[src/hdl/cardbus_window_pkg.sv]
// Purpose: Constants for the CardBus bridge window decode registers
// Assumes: Dword configuration addressing with byte enables
// Notes: Offsets are byte offsets in configuration space
package cardbus_window_pkg;
   // ****************************************************
   // Configuration offsets
   // ****************************************************
   localparam logic [7:0] OFF_BUS_NUMBERS = 8'h18; // Bus, CardBus bus, subordinate, latency
   localparam logic [7:0] OFF_SUB_BUS = 8'h1A; // Subordinate bus number byte
   localparam logic [7:0] OFF_LATENCY = 8'h1B; // CardBus latency byte
   localparam logic [7:0] OFF_MEM0_BASE = 8'h1C;
   localparam logic [7:0] OFF_MEM0_LIMIT = 8'h20;
   localparam logic [7:0] OFF_MEM1_BASE = 8'h24;
   localparam logic [7:0] OFF_MEM1_LIMIT = 8'h28;
   localparam logic [7:0] OFF_IO0_BASE = 8'h2C;
   localparam logic [7:0] OFF_IO0_LIMIT = 8'h30;
   localparam logic [7:0] OFF_IO1_BASE = 8'h34;
   localparam logic [7:0] OFF_IO1_LIMIT = 8'h38;
   // ****************************************************
   // Field masks and reset values
   // ****************************************************
   localparam logic [31:0] MEM_WR_MASK = 32'hFFFFF000; // Bits 31-12 writable
   localparam logic [31:0] MEM_LOW_ONES = 32'h00000FFF; // Limit low bits taken as ones
   localparam logic [31:0] IO_WR_MASK = 32'h0000FFFC; // Bits 15-2 writable
   localparam logic [31:0] IO_LOW_ONES = 32'h00000003; // Limit low bits taken as ones
   localparam logic [31:0] WORD_RESET = 32'h00000000;
   localparam logic [7:0] BYTE_RESET = 8'h00;
   localparam int NUM_FUNC = 2; // CardBus controller functions
   localparam logic [7:0] LAT_RECOMMENDED = 8'h20; // Suggested latency minimum
endpackage

[src/hdl/cardbus_window_decode_regs.sv]
// Purpose: Bus numbers, latency timer and memory/IO window decode per function
// Assumes: Config access, decode queries and CardBus events are on clock
// Notes: Decode answers are registered one cycle after the query
// Function
// - Subordinate bus number steers config forwarding
// - Each function owns its own bus registers
// - Latency count starts when CFRAME asserted
// - Expired count ends transaction at next data
// - Memory base is window lower bound
// - Memory limit is window upper bound
// - Memory bits 31-12 writable, 11-0 zero
// - Bridge control bits 8, 9 set prefetchable
// - Memory window claims only if base/limit nonzero
// - IO base is IO window lower bound
// - IO bits 15-2 writable, others read zero
// - IO window enabled only if base/limit nonzero
// - IO limit low two bits taken as ones
`timescale 1ns/1ps
`default_nettype none
module cardbus_window_decode_regs (
   input wire logic clock,
   input wire logic resetn,
   // Configuration access
   input wire logic cfgFunc, // Function selected
   input wire logic [7:0] cfgAddr, // Byte offset, dword aligned use
   input wire logic cfgWrite, // Write strobe
   input wire logic cfgRead, // Read strobe
   input wire logic [3:0] cfgByteEn, // Byte enables, active high
   input wire logic [31:0] cfgWriteData,
   output logic [31:0] cfgReadData,
   output logic cfgReadValid,
   // Bridge control prefetch bits per function
   input wire logic [1:0] memWin0Prefetchable,
   input wire logic [1:0] memWin1Prefetchable,
   // Decode query
   input wire logic decodeFunc,
   input wire logic [31:0] decodeAddr,
   input wire logic [7:0] decodeBus,
   output logic [1:0] memWinHit,
   output logic memHitPrefetch,
   output logic [1:0] ioWinHit,
   output logic cfgType0Fwd,
   output logic cfgType1Fwd,
   // CardBus initiator tracking
   input wire logic latFunc,
   input wire logic frameAssert, // CFRAME asserted by this device
   input wire logic dataPhaseDone,
   input wire logic transDone,
   output logic latencyExpired,
   output logic endTransaction
);
   // ****************************************************
   // Reset synchroniser
   // ****************************************************
   logic rstSync1_reg; // First stage, read only by second
   logic rstSync2_reg; // Released reset
   // Two-flop release of asynchronous reset
   always_ff @(posedge clock or negedge resetn) begin
      if (!resetn) begin
         rstSync1_reg <= 1'b0;
         rstSync2_reg <= 1'b0;
      end else begin
         rstSync1_reg <= 1'b1;
         rstSync2_reg <= rstSync1_reg;
      end
   end
   wire logic rstN = rstSync2_reg; // Internal active low reset

   // ****************************************************
   // Register storage per function
   // ****************************************************
   logic [7:0] pciBus_reg [cardbus_window_pkg::NUM_FUNC]; // Primary bus number
   logic [7:0] cardBus_reg [cardbus_window_pkg::NUM_FUNC]; // CardBus bus number
   logic [7:0] subBus_reg [cardbus_window_pkg::NUM_FUNC]; // Subordinate bus number
   logic [7:0] latency_reg [cardbus_window_pkg::NUM_FUNC]; // Latency count value
   logic [31:0] memBase_reg [cardbus_window_pkg::NUM_FUNC][2];
   logic [31:0] memLimit_reg [cardbus_window_pkg::NUM_FUNC][2];
   logic [31:0] ioBase_reg [cardbus_window_pkg::NUM_FUNC][2];
   logic [31:0] ioLimit_reg [cardbus_window_pkg::NUM_FUNC][2];

   // Merge write data into a word under byte enables and a writable mask
   function automatic logic [31:0] mergeWord(input logic [31:0] oldVal,
         input logic [31:0] newVal, input logic [3:0] be, input logic [31:0] mask);
      logic [31:0] laneMask;
      laneMask = {{8{be[3]}}, {8{be[2]}}, {8{be[1]}}, {8{be[0]}}} & mask;
      return (oldVal & ~laneMask) | (newVal & laneMask);
   endfunction

   // Dword decode of the access address
   wire logic [7:0] dwAddr = {cfgAddr[7:2], 2'b00};
   wire logic hitBusNum = (dwAddr == cardbus_window_pkg::OFF_BUS_NUMBERS);
   wire logic hitMem0B = (dwAddr == cardbus_window_pkg::OFF_MEM0_BASE);
   wire logic hitMem0L = (dwAddr == cardbus_window_pkg::OFF_MEM0_LIMIT);
   wire logic hitMem1B = (dwAddr == cardbus_window_pkg::OFF_MEM1_BASE);
   wire logic hitMem1L = (dwAddr == cardbus_window_pkg::OFF_MEM1_LIMIT);
   wire logic hitIo0B = (dwAddr == cardbus_window_pkg::OFF_IO0_BASE);
   wire logic hitIo0L = (dwAddr == cardbus_window_pkg::OFF_IO0_LIMIT);
   wire logic hitIo1B = (dwAddr == cardbus_window_pkg::OFF_IO1_BASE);
   wire logic hitIo1L = (dwAddr == cardbus_window_pkg::OFF_IO1_LIMIT);

   genvar f;
   generate
      for (f = 0; f < cardbus_window_pkg::NUM_FUNC; f++) begin : gFunc
         // Write only touches the addressed function
         wire logic wrFunc = cfgWrite && (cfgFunc == f[0]);
         // Byte registers of the bus-number dword
         always_ff @(posedge clock or negedge rstN) begin
            if (!rstN) begin
               pciBus_reg[f] <= cardbus_window_pkg::BYTE_RESET;
               cardBus_reg[f] <= cardbus_window_pkg::BYTE_RESET;
               subBus_reg[f] <= cardbus_window_pkg::BYTE_RESET;
               latency_reg[f] <= cardbus_window_pkg::BYTE_RESET;
            end else if (wrFunc && hitBusNum) begin
               if (cfgByteEn[0]) begin
                  pciBus_reg[f] <= cfgWriteData[7:0];
               end
               if (cfgByteEn[1]) begin
                  cardBus_reg[f] <= cfgWriteData[15:8];
               end
               if (cfgByteEn[2]) begin
                  subBus_reg[f] <= cfgWriteData[23:16];
               end
               if (cfgByteEn[3]) begin
                  latency_reg[f] <= cfgWriteData[31:24];
               end
            end
         end
         // Window words, masked to their writable fields
         always_ff @(posedge clock or negedge rstN) begin
            if (!rstN) begin
               memBase_reg[f][0] <= cardbus_window_pkg::WORD_RESET;
               memLimit_reg[f][0] <= cardbus_window_pkg::WORD_RESET;
               memBase_reg[f][1] <= cardbus_window_pkg::WORD_RESET;
               memLimit_reg[f][1] <= cardbus_window_pkg::WORD_RESET;
               ioBase_reg[f][0] <= cardbus_window_pkg::WORD_RESET;
               ioLimit_reg[f][0] <= cardbus_window_pkg::WORD_RESET;
               ioBase_reg[f][1] <= cardbus_window_pkg::WORD_RESET;
               ioLimit_reg[f][1] <= cardbus_window_pkg::WORD_RESET;
            end else if (wrFunc) begin
               if (hitMem0B) begin
                  memBase_reg[f][0] <= mergeWord(memBase_reg[f][0], cfgWriteData, cfgByteEn,
                     cardbus_window_pkg::MEM_WR_MASK);
               end
               if (hitMem0L) begin
                  memLimit_reg[f][0] <= mergeWord(memLimit_reg[f][0], cfgWriteData, cfgByteEn,
                     cardbus_window_pkg::MEM_WR_MASK);
               end
               if (hitMem1B) begin
                  memBase_reg[f][1] <= mergeWord(memBase_reg[f][1], cfgWriteData, cfgByteEn,
                     cardbus_window_pkg::MEM_WR_MASK);
               end
               if (hitMem1L) begin
                  memLimit_reg[f][1] <= mergeWord(memLimit_reg[f][1], cfgWriteData, cfgByteEn,
                     cardbus_window_pkg::MEM_WR_MASK);
               end
               if (hitIo0B) begin
                  ioBase_reg[f][0] <= mergeWord(ioBase_reg[f][0], cfgWriteData, cfgByteEn,
                     cardbus_window_pkg::IO_WR_MASK);
               end
               if (hitIo0L) begin
                  ioLimit_reg[f][0] <= mergeWord(ioLimit_reg[f][0], cfgWriteData, cfgByteEn,
                     cardbus_window_pkg::IO_WR_MASK);
               end
               if (hitIo1B) begin
                  ioBase_reg[f][1] <= mergeWord(ioBase_reg[f][1], cfgWriteData, cfgByteEn,
                     cardbus_window_pkg::IO_WR_MASK);
               end
               if (hitIo1L) begin
                  ioLimit_reg[f][1] <= mergeWord(ioLimit_reg[f][1], cfgWriteData, cfgByteEn,
                     cardbus_window_pkg::IO_WR_MASK);
               end
            end
         end
      end
   endgenerate

   // ****************************************************
   // Configuration read
   // ****************************************************
   logic [31:0] readMux; // Selected word
   // Read multiplexer, unmapped offsets read zero
   always_comb begin
      readMux = 32'h00000000;
      if (hitBusNum) begin
         readMux = {latency_reg[cfgFunc], subBus_reg[cfgFunc], cardBus_reg[cfgFunc],
            pciBus_reg[cfgFunc]};
      end else if (hitMem0B) begin
         readMux = memBase_reg[cfgFunc][0];
      end else if (hitMem0L) begin
         readMux = memLimit_reg[cfgFunc][0];
      end else if (hitMem1B) begin
         readMux = memBase_reg[cfgFunc][1];
      end else if (hitMem1L) begin
         readMux = memLimit_reg[cfgFunc][1];
      end else if (hitIo0B) begin
         readMux = ioBase_reg[cfgFunc][0];
      end else if (hitIo0L) begin
         readMux = ioLimit_reg[cfgFunc][0];
      end else if (hitIo1B) begin
         readMux = ioBase_reg[cfgFunc][1];
      end else if (hitIo1L) begin
         readMux = ioLimit_reg[cfgFunc][1];
      end
   end
   // Register read answer
   always_ff @(posedge clock or negedge rstN) begin
      if (!rstN) begin
         cfgReadData <= 32'h00000000;
         cfgReadValid <= 1'b0;
      end else begin
         cfgReadValid <= cfgRead;
         cfgReadData <= cfgRead ? readMux : 32'h00000000;
      end
   end

   // ****************************************************
   // Window decode
   // ****************************************************
   logic [1:0] memHitNext; // Memory window hits
   logic [1:0] ioHitNext; // IO window hits
   genvar w;
   generate
      for (w = 0; w < 2; w++) begin : gWin
         wire logic [31:0] mBase = memBase_reg[decodeFunc][w];
         wire logic [31:0] mLim = memLimit_reg[decodeFunc][w] | cardbus_window_pkg::MEM_LOW_ONES;
         wire logic mEn = (memBase_reg[decodeFunc][w] != 32'h00000000) ||
            (memLimit_reg[decodeFunc][w] != 32'h00000000);
         // Lower and upper bound of the memory window
         assign memHitNext[w] = mEn && (decodeAddr >= mBase) &&
            (decodeAddr <= mLim);
         wire logic [31:0] iBase = ioBase_reg[decodeFunc][w];
         wire logic [31:0] iLim = ioLimit_reg[decodeFunc][w] |
            cardbus_window_pkg::IO_LOW_ONES;
         wire logic iEn = (ioBase_reg[decodeFunc][w] != 32'h00000000) ||
            (ioLimit_reg[decodeFunc][w] != 32'h00000000);
         // IO window in the first 64K page
         assign ioHitNext[w] = iEn && (decodeAddr >= iBase) && (decodeAddr <= iLim);
      end
   endgenerate
   // Prefetch attribute of the window that hit
   wire logic prefNext = (memHitNext[0] && memWin0Prefetchable[decodeFunc]) ||
      (memHitNext[1] && memWin1Prefetchable[decodeFunc]);
   // Config forwarding, never toward the primary bus itself
   wire logic notPrimary = (decodeBus != pciBus_reg[decodeFunc]);
   wire logic type0Next = notPrimary && (decodeBus == cardBus_reg[decodeFunc]);
   wire logic type1Next = notPrimary && (decodeBus > cardBus_reg[decodeFunc]) &&
      (decodeBus <= subBus_reg[decodeFunc]);
   // Register decode answers
   always_ff @(posedge clock or negedge rstN) begin
      if (!rstN) begin
         memWinHit <= 2'b00;
         memHitPrefetch <= 1'b0;
         ioWinHit <= 2'b00;
         cfgType0Fwd <= 1'b0;
         cfgType1Fwd <= 1'b0;
      end else begin
         memWinHit <= memHitNext;
         memHitPrefetch <= prefNext;
         ioWinHit <= ioHitNext;
         cfgType0Fwd <= type0Next;
         cfgType1Fwd <= type1Next;
      end
   end

   // ****************************************************
   // Cardbus_latency_count
   // ****************************************************
   logic [7:0] latCount_reg; // Cycles since CFRAME
   logic [7:0] latLimit_reg; // Value captured at CFRAME
   logic latActive_reg; // Own transaction in progress
   wire logic [7:0] latCountInc = latCount_reg + 8'h01;
   wire logic expireNext = latActive_reg && !latencyExpired &&
      (latCountInc >= latLimit_reg);
   // Count cycles from CFRAME against the programmed value
   always_ff @(posedge clock or negedge rstN) begin
      if (!rstN) begin
         latCount_reg <= 8'h00;
         latLimit_reg <= 8'h00;
         latActive_reg <= 1'b0;
         latencyExpired <= 1'b0;
      end else if (frameAssert) begin
         latCount_reg <= 8'h00;
         latLimit_reg <= latency_reg[latFunc];
         latActive_reg <= 1'b1;
         latencyExpired <= 1'b0;
      end else if (transDone || endTransaction) begin
         latActive_reg <= 1'b0;
         latencyExpired <= 1'b0;
      end else if (latActive_reg) begin
         if (!latencyExpired) begin
            latCount_reg <= latCountInc;
         end
         latencyExpired <= latencyExpired || expireNext;
      end
   end
   // Forced end at the next completed data phase after expiry
   always_ff @(posedge clock or negedge rstN) begin
      if (!rstN) begin
         endTransaction <= 1'b0;
      end else begin
         endTransaction <= latActive_reg && latencyExpired && dataPhaseDone &&
            !transDone && !endTransaction && !frameAssert;
      end
   end
endmodule
`default_nettype wire

[config.mk]
export PLATFORM = sky130hd
export DESIGN_NAME = cardbus_window_decode_regs
export DESIGN_NICKNAME = d
export VERILOG_FILES = /design/src/hdl/cardbus_window_pkg.sv /design/src/hdl/cardbus_window_decode_regs.sv
export SDC_FILE = /design/constraint.sdc
export NUM_CORES = 1
export LEC_CHECK = 0
export ABC_AREA = 1
export BUFFER_PORTS_ARGS = -buffer_cell sky130_fd_sc_hd__buf_4
export CORE_MARGIN = 1.5
export CORE_UTILIZATION = 40
export CTS_CLUSTER_SIZE = 25
export DETAILED_ROUTE_END_ITERATION = 8
export SYNTH_ARGS = -nofsm -noshare
export SYNTH_HDL_FRONTEND = slang
export SYNTH_SLANG_ARGS = --single-unit
[constraint.sdc]
create_clock -name clock -period 17.42 [get_ports clock]
set_clock_uncertainty 0.1 [all_clocks]
set_input_delay 3.484 -clock clock [delete_from_list [all_inputs] [get_ports clock]]
set_output_delay 3.484 -clock clock [all_outputs]
set_load 0.005 [all_outputs]
# Word-level counts from Yosys, hierarchy flattened
# Cells that the tools add are included.
[word_totals]
in_bits = 98
wordCells = 249
output_inout_bits = 42
reg_bits = 637
[classes]
reduce_logical = 71
n_bitwise = 40
eq_ne = 13
order_cmp = 15
muxes = 71
addsub = 1
[ops]
columns = ["operator", "count"]
rows = [
  ["64-bit two-way mux", 24],
  ["32-bit bitwise AND", 17],
  ["32-bit bitwise OR", 16],
  ["32-bit two-way mux", 10],
  ["32-bit nonzero test", 8],
  ["8-bit two-way mux", 28],
  ["32-bit >= comparator", 4],
  ["32-bit less-or-equal comparator", 4],
  ["2-bit AND reduction", 24],
  ["6-bit by 4-bit == test with 1-bit output (second input constant)", 7],
  ["32-bit by 16-bit bitwise AND with 32-bit output", 1],
  ["16-bit NOT with 32-bit output", 1],
  ["32-bit NOT", 1],
  ["1-bit logical AND", 24],
  ["6-bit by 3-bit == test with 1-bit output (second input constant)", 2],
  ["1-bit two-way mux", 9],
  ["8-bit by 1-bit adder with 8-bit output (second input constant)", 1],
  ["8-bit == test", 1],
  ["8-bit >= comparator", 1],
  ["8-bit > comparator", 1],
  ["8-bit less-or-equal comparator", 1],
  ["8-bit inequality test", 1],
  ["1-bit logical OR", 7],
  ["2-bit >= comparator (second input constant)", 3],
  ["other kinds (8)", 15],
]

# Depth between registers and ports, before layout
[logic_depth]
ltp_word = 14
ltp_mapped = 18
mapped_depth_nobuf = 16

# Worst setup path after synthesis
# Ideal clock, no wire load.
[synth_path]
kind = "input-to-reg"
start = "in decodeFunc"
end = "reg cfgType1Fwd"
setup_ps = 119
path_stages = 13
t_arrival_ps = 5114
slack_ps = 12087
cell_sequence = "buf_6 buf_2 buf_2 clkbuf_1 o21ai_0 ha_1 nand2_1 inv_1 o21ai_0 a21oi_1 nor3_1 a21oi_1 nor2_1"
[synth_between]
elab_chain_cells = 7
[synth_rtl]
columns = ["item", "line", "rtl"]
rows = [
  ["start, declared", "cardbus_window_decode_regs.sv:36", "input wire logic decodeFunc,"],
  ["1-bit NOT with 2-bit output (not written as such) (*)", "cardbus_window_decode_regs.sv:244, cardbus_window_decode_regs.sv:246, cardbus_window_decode_regs.sv:247", ""],
  ["8-bit two-way mux (on tied branches) (3 in a row)", "cardbus_window_decode_regs.sv:246, cardbus_window_decode_regs.sv:244", ""],
  ["8-bit > comparator / 8-bit inequality test (equally long branches)", "cardbus_window_decode_regs.sv:246, cardbus_window_decode_regs.sv:244", ""],
  ["1-bit logical AND", "cardbus_window_decode_regs.sv:246", "wire logic type1Next = notPrimary && (decodeBus > cardBus_reg[decodeFunc]) &&"],
  ["1-bit logical AND (*)", "cardbus_window_decode_regs.sv:246", ""],
  ["named net type1Next", "cardbus_window_decode_regs.sv:246", ""],
  ["end signal, assigned", "cardbus_window_decode_regs.sv:261", "cfgType1Fwd <= type1Next;"],
  ["end, declared", "cardbus_window_decode_regs.sv:43", "output logic cfgType1Fwd,"],
]
# The timed path passes the listed nets; every way through them passes the cells marked *. The select of a mux whose other input is x is not followed.
# A chain may end at the register's enable or synchronous reset.

# Worst setup path after layout
[layout_path]
start = "in decodeFunc"
end = "reg memWinHit[0]"
[layout_between]
elab_chain_cells = 8
[layout_rtl]
columns = ["item", "line", "rtl"]
rows = [
  ["1-bit NOT with 2-bit output (not written as such) (*)", "-", ""],
  ["parallel branches: the longest is 6 deep, another holds 32-bit >= comparator", "-", ""],
  ["1-bit logical AND (*)", "cardbus_window_decode_regs.sv:229", "assign memHitNext[w] = mEn && (decodeAddr >= mBase) &&"],
  ["named net memHitNext[0]", "cardbus_window_decode_regs.sv:219", "logic [1:0] memHitNext;"],
  ["end signal, assigned", "cardbus_window_decode_regs.sv:257", "memWinHit <= memHitNext;"],
  ["end, declared", "cardbus_window_decode_regs.sv:39", "output logic [1:0] memWinHit,"],
]
# Mark *: on every way through the listed nets, which the timed path passes. The select of a mux whose other input is x is not followed.

==> results.cfg <==
[status]
outcome = finished, violations left
violations = design-rule violations

[critical_path]
cp-start-kind = input port
worstSetupStartpoint = decodeFunc
critPathArrivalTime_ps = 6600
cp_slowest_stage_delay_ps = 710
required_ps = 17800
setup.worst_path.end = memWinHit[0]
r2r_start = rstN
critical_path_cell_count = 13
crit_chain = buf_6, inv_2, buf_4, o21ai_0, ha_1, nand2_1, nor2_1, nand2_1, nor2_1, nand2_1, nand3_1, nand2_1, and3_1
crit_family = buffers and inverters
crit_fanout = 83
cp_common_cell = nand2_1
cp_slowest_cell = o21ai_0
r2r_setup_slack_ps = 14590
ff2ff_path_depth = 2
path_class = in -> reg
path_buf_inv = 3
worstSetupEndpointType = flip-flop

[yosys]
yosys_warnings = 0
post-synth-top-count-cell = nand2_1
synth.distinct_cells = 46
synth_area_um2 = 24000
synthTopCellsByCount = nand2_1 (992), o21ai_0 (549), dfrtp_1 (397), inv_1 (321), nor2_1 (185)
postSynth.asyncResetShare_pct = 100
syn_avg_cell_area_um2 = 7.43
yosysTopAreaCellShare_pct = 41.5
yosys.area.top_type = dfrtp_1
ys_seq_area_share_pct = 41.5
synth_ff_type = dfrtp_1
synth_area_leaders = dfrtp_1 (41%), nand2_1 (16%), o21ai_0 (11%)
syn_nets = 3484
synth_edf_count = 0
netlist_instances = 3225
yosys_register_bits = 397

[routing]
dr.pass1.iters = 7
drc_errors = 8
vias_per_cell = 5.27
drtIter0Drc = 1862
antenna_left = 0
drt_wl_total_um = 77200
wl_per_cell_um = 18.9
vias = 21500

[sta]
period_minus_slack_ps = 6220
finalHoldViolCount = 0
fin_tns_setup_ps = 0
setup_ws_ps = 11200
slew_headroom_pct = 26.3
fmax_ghz = 0.161
rsz0062_at_grt = no
slew_violations = 0
fin_crit_sh_pct = 35.7
setup_viol = 0
worst_slew_pin_slew_ps = 1100

[floorplan]
num_io_pins = 140
die_area_um2 = 61400
core_um2 = 59100
initial_core_util_pct = 40.5
fp-row-count = 89
die_height_um = 248
die_x_um = 248

[cells_and_area]
synthToLayoutAreaGrowth_pct = 12.5
final_cell_count_no_fill = 4087
layout-drive-gt1-share_pct = 8.36
nets = 3543
fin_util_pct = 45.6

[global_routing]
grt_pass1_wl_um = 118000
grt_use_total_pct = 25.4
grt_pass1_vias = 19800
overflow = 0
grt_max_degree = 151
antenna_found_initial = 4

[placement]
dp_slack_ps = 10700
place_congestion = 0.899
dp_hpwl_um = 55100
place_inst = 4009
port_buffers = 137

[clock_network]
cts_inserted_buffers = 46
cts_setup_buffers = 0
numClockSinks = 397
cts_tree = yes
ctsResizeCount = 0
clockBufferDepth = 3
path_clk_slew_ps = 60
cts-hold-fix-buffers = 0
root_buffer = clkbuf_16
clock_latency_ps = 590
htreeDepth = 2

[worst_hold_path]
worstHoldStart = rstSync1_reg
whs_path_depth = 0
hold_path_class = reg -> reg

[power_and_ir_drop]
power.density_nw_per_um2 = 85.9
peakVddDrop_uv = 64.5
p_leak_nw = 12.7
power_mw = 2.31

[run]
maxCapViolations = 0
-- power breakdown --
group	internal, mW	switching [mW]
Clock	0.608	0.401
Sequential	0.964	0.0279
Combinational	0.103	0.209
Total	1.68	0.638
-- worst min-delay path by stage --
stage | end
global placement | rstN
detailed placement | rstN
global route | rstN
floorplan | rstN
CTS | rstN
finish | rstN
-- final cells by class --
type | instances | area (um^2)
inverter | 335 | 1260
sequential | 397 | 9940
multi-input combinational | 2356 | 12100
clock buffer | 64 | 1380
clock inverter | 12 | 170
fill | 6039 | 32200
antenna | 2 | 5.00
tap | 773 | 967
timing repair buffer | 148 | 1130
-- cells in the final DEF, fill, tap and decap left out, types with 49 or more instances in the layout --
cell	count
inv_1	321
o21ai_0	549
a21oi_1	131
dfrtp_1	396
buf_4	145
o211ai_1	50
nand3_1	52
ha_1	161
nor2_1	185
o21ai_1	62
clkbuf_16	49
nand2_1	992
-- per-stage QoR --
step           cell area, um^2  hold slack (ps)
5_1_grt                  26900              265
6_report                 26900              247
3_3_place_gp             25400              232
4_1_cts                  26900              249
3_5_place_dp             25400              236
2_1_floorplan            24000              231
-- logic make-up after synthesis --
group | after synthesis | share of synthesized area [%]
buf+inv | 472 | 8.05
other cells | 1 | 0.0157
compound gates | 849 | 18.8
mux | 6 | 0.251
xor+xnor | 13 | 0.475
simple gates | 1326 | 22.5
flops | 397 | 41.5
fa+ha+maj | 161 | 8.41
-- metal layers --
layer  GRT usage (%)  wire, um
met5               0        23
met4            6.77      1990
met3            4.46      5350
met2            38.7     33600
met1            36.9     36200
Power figures use the tool's default switching activity.
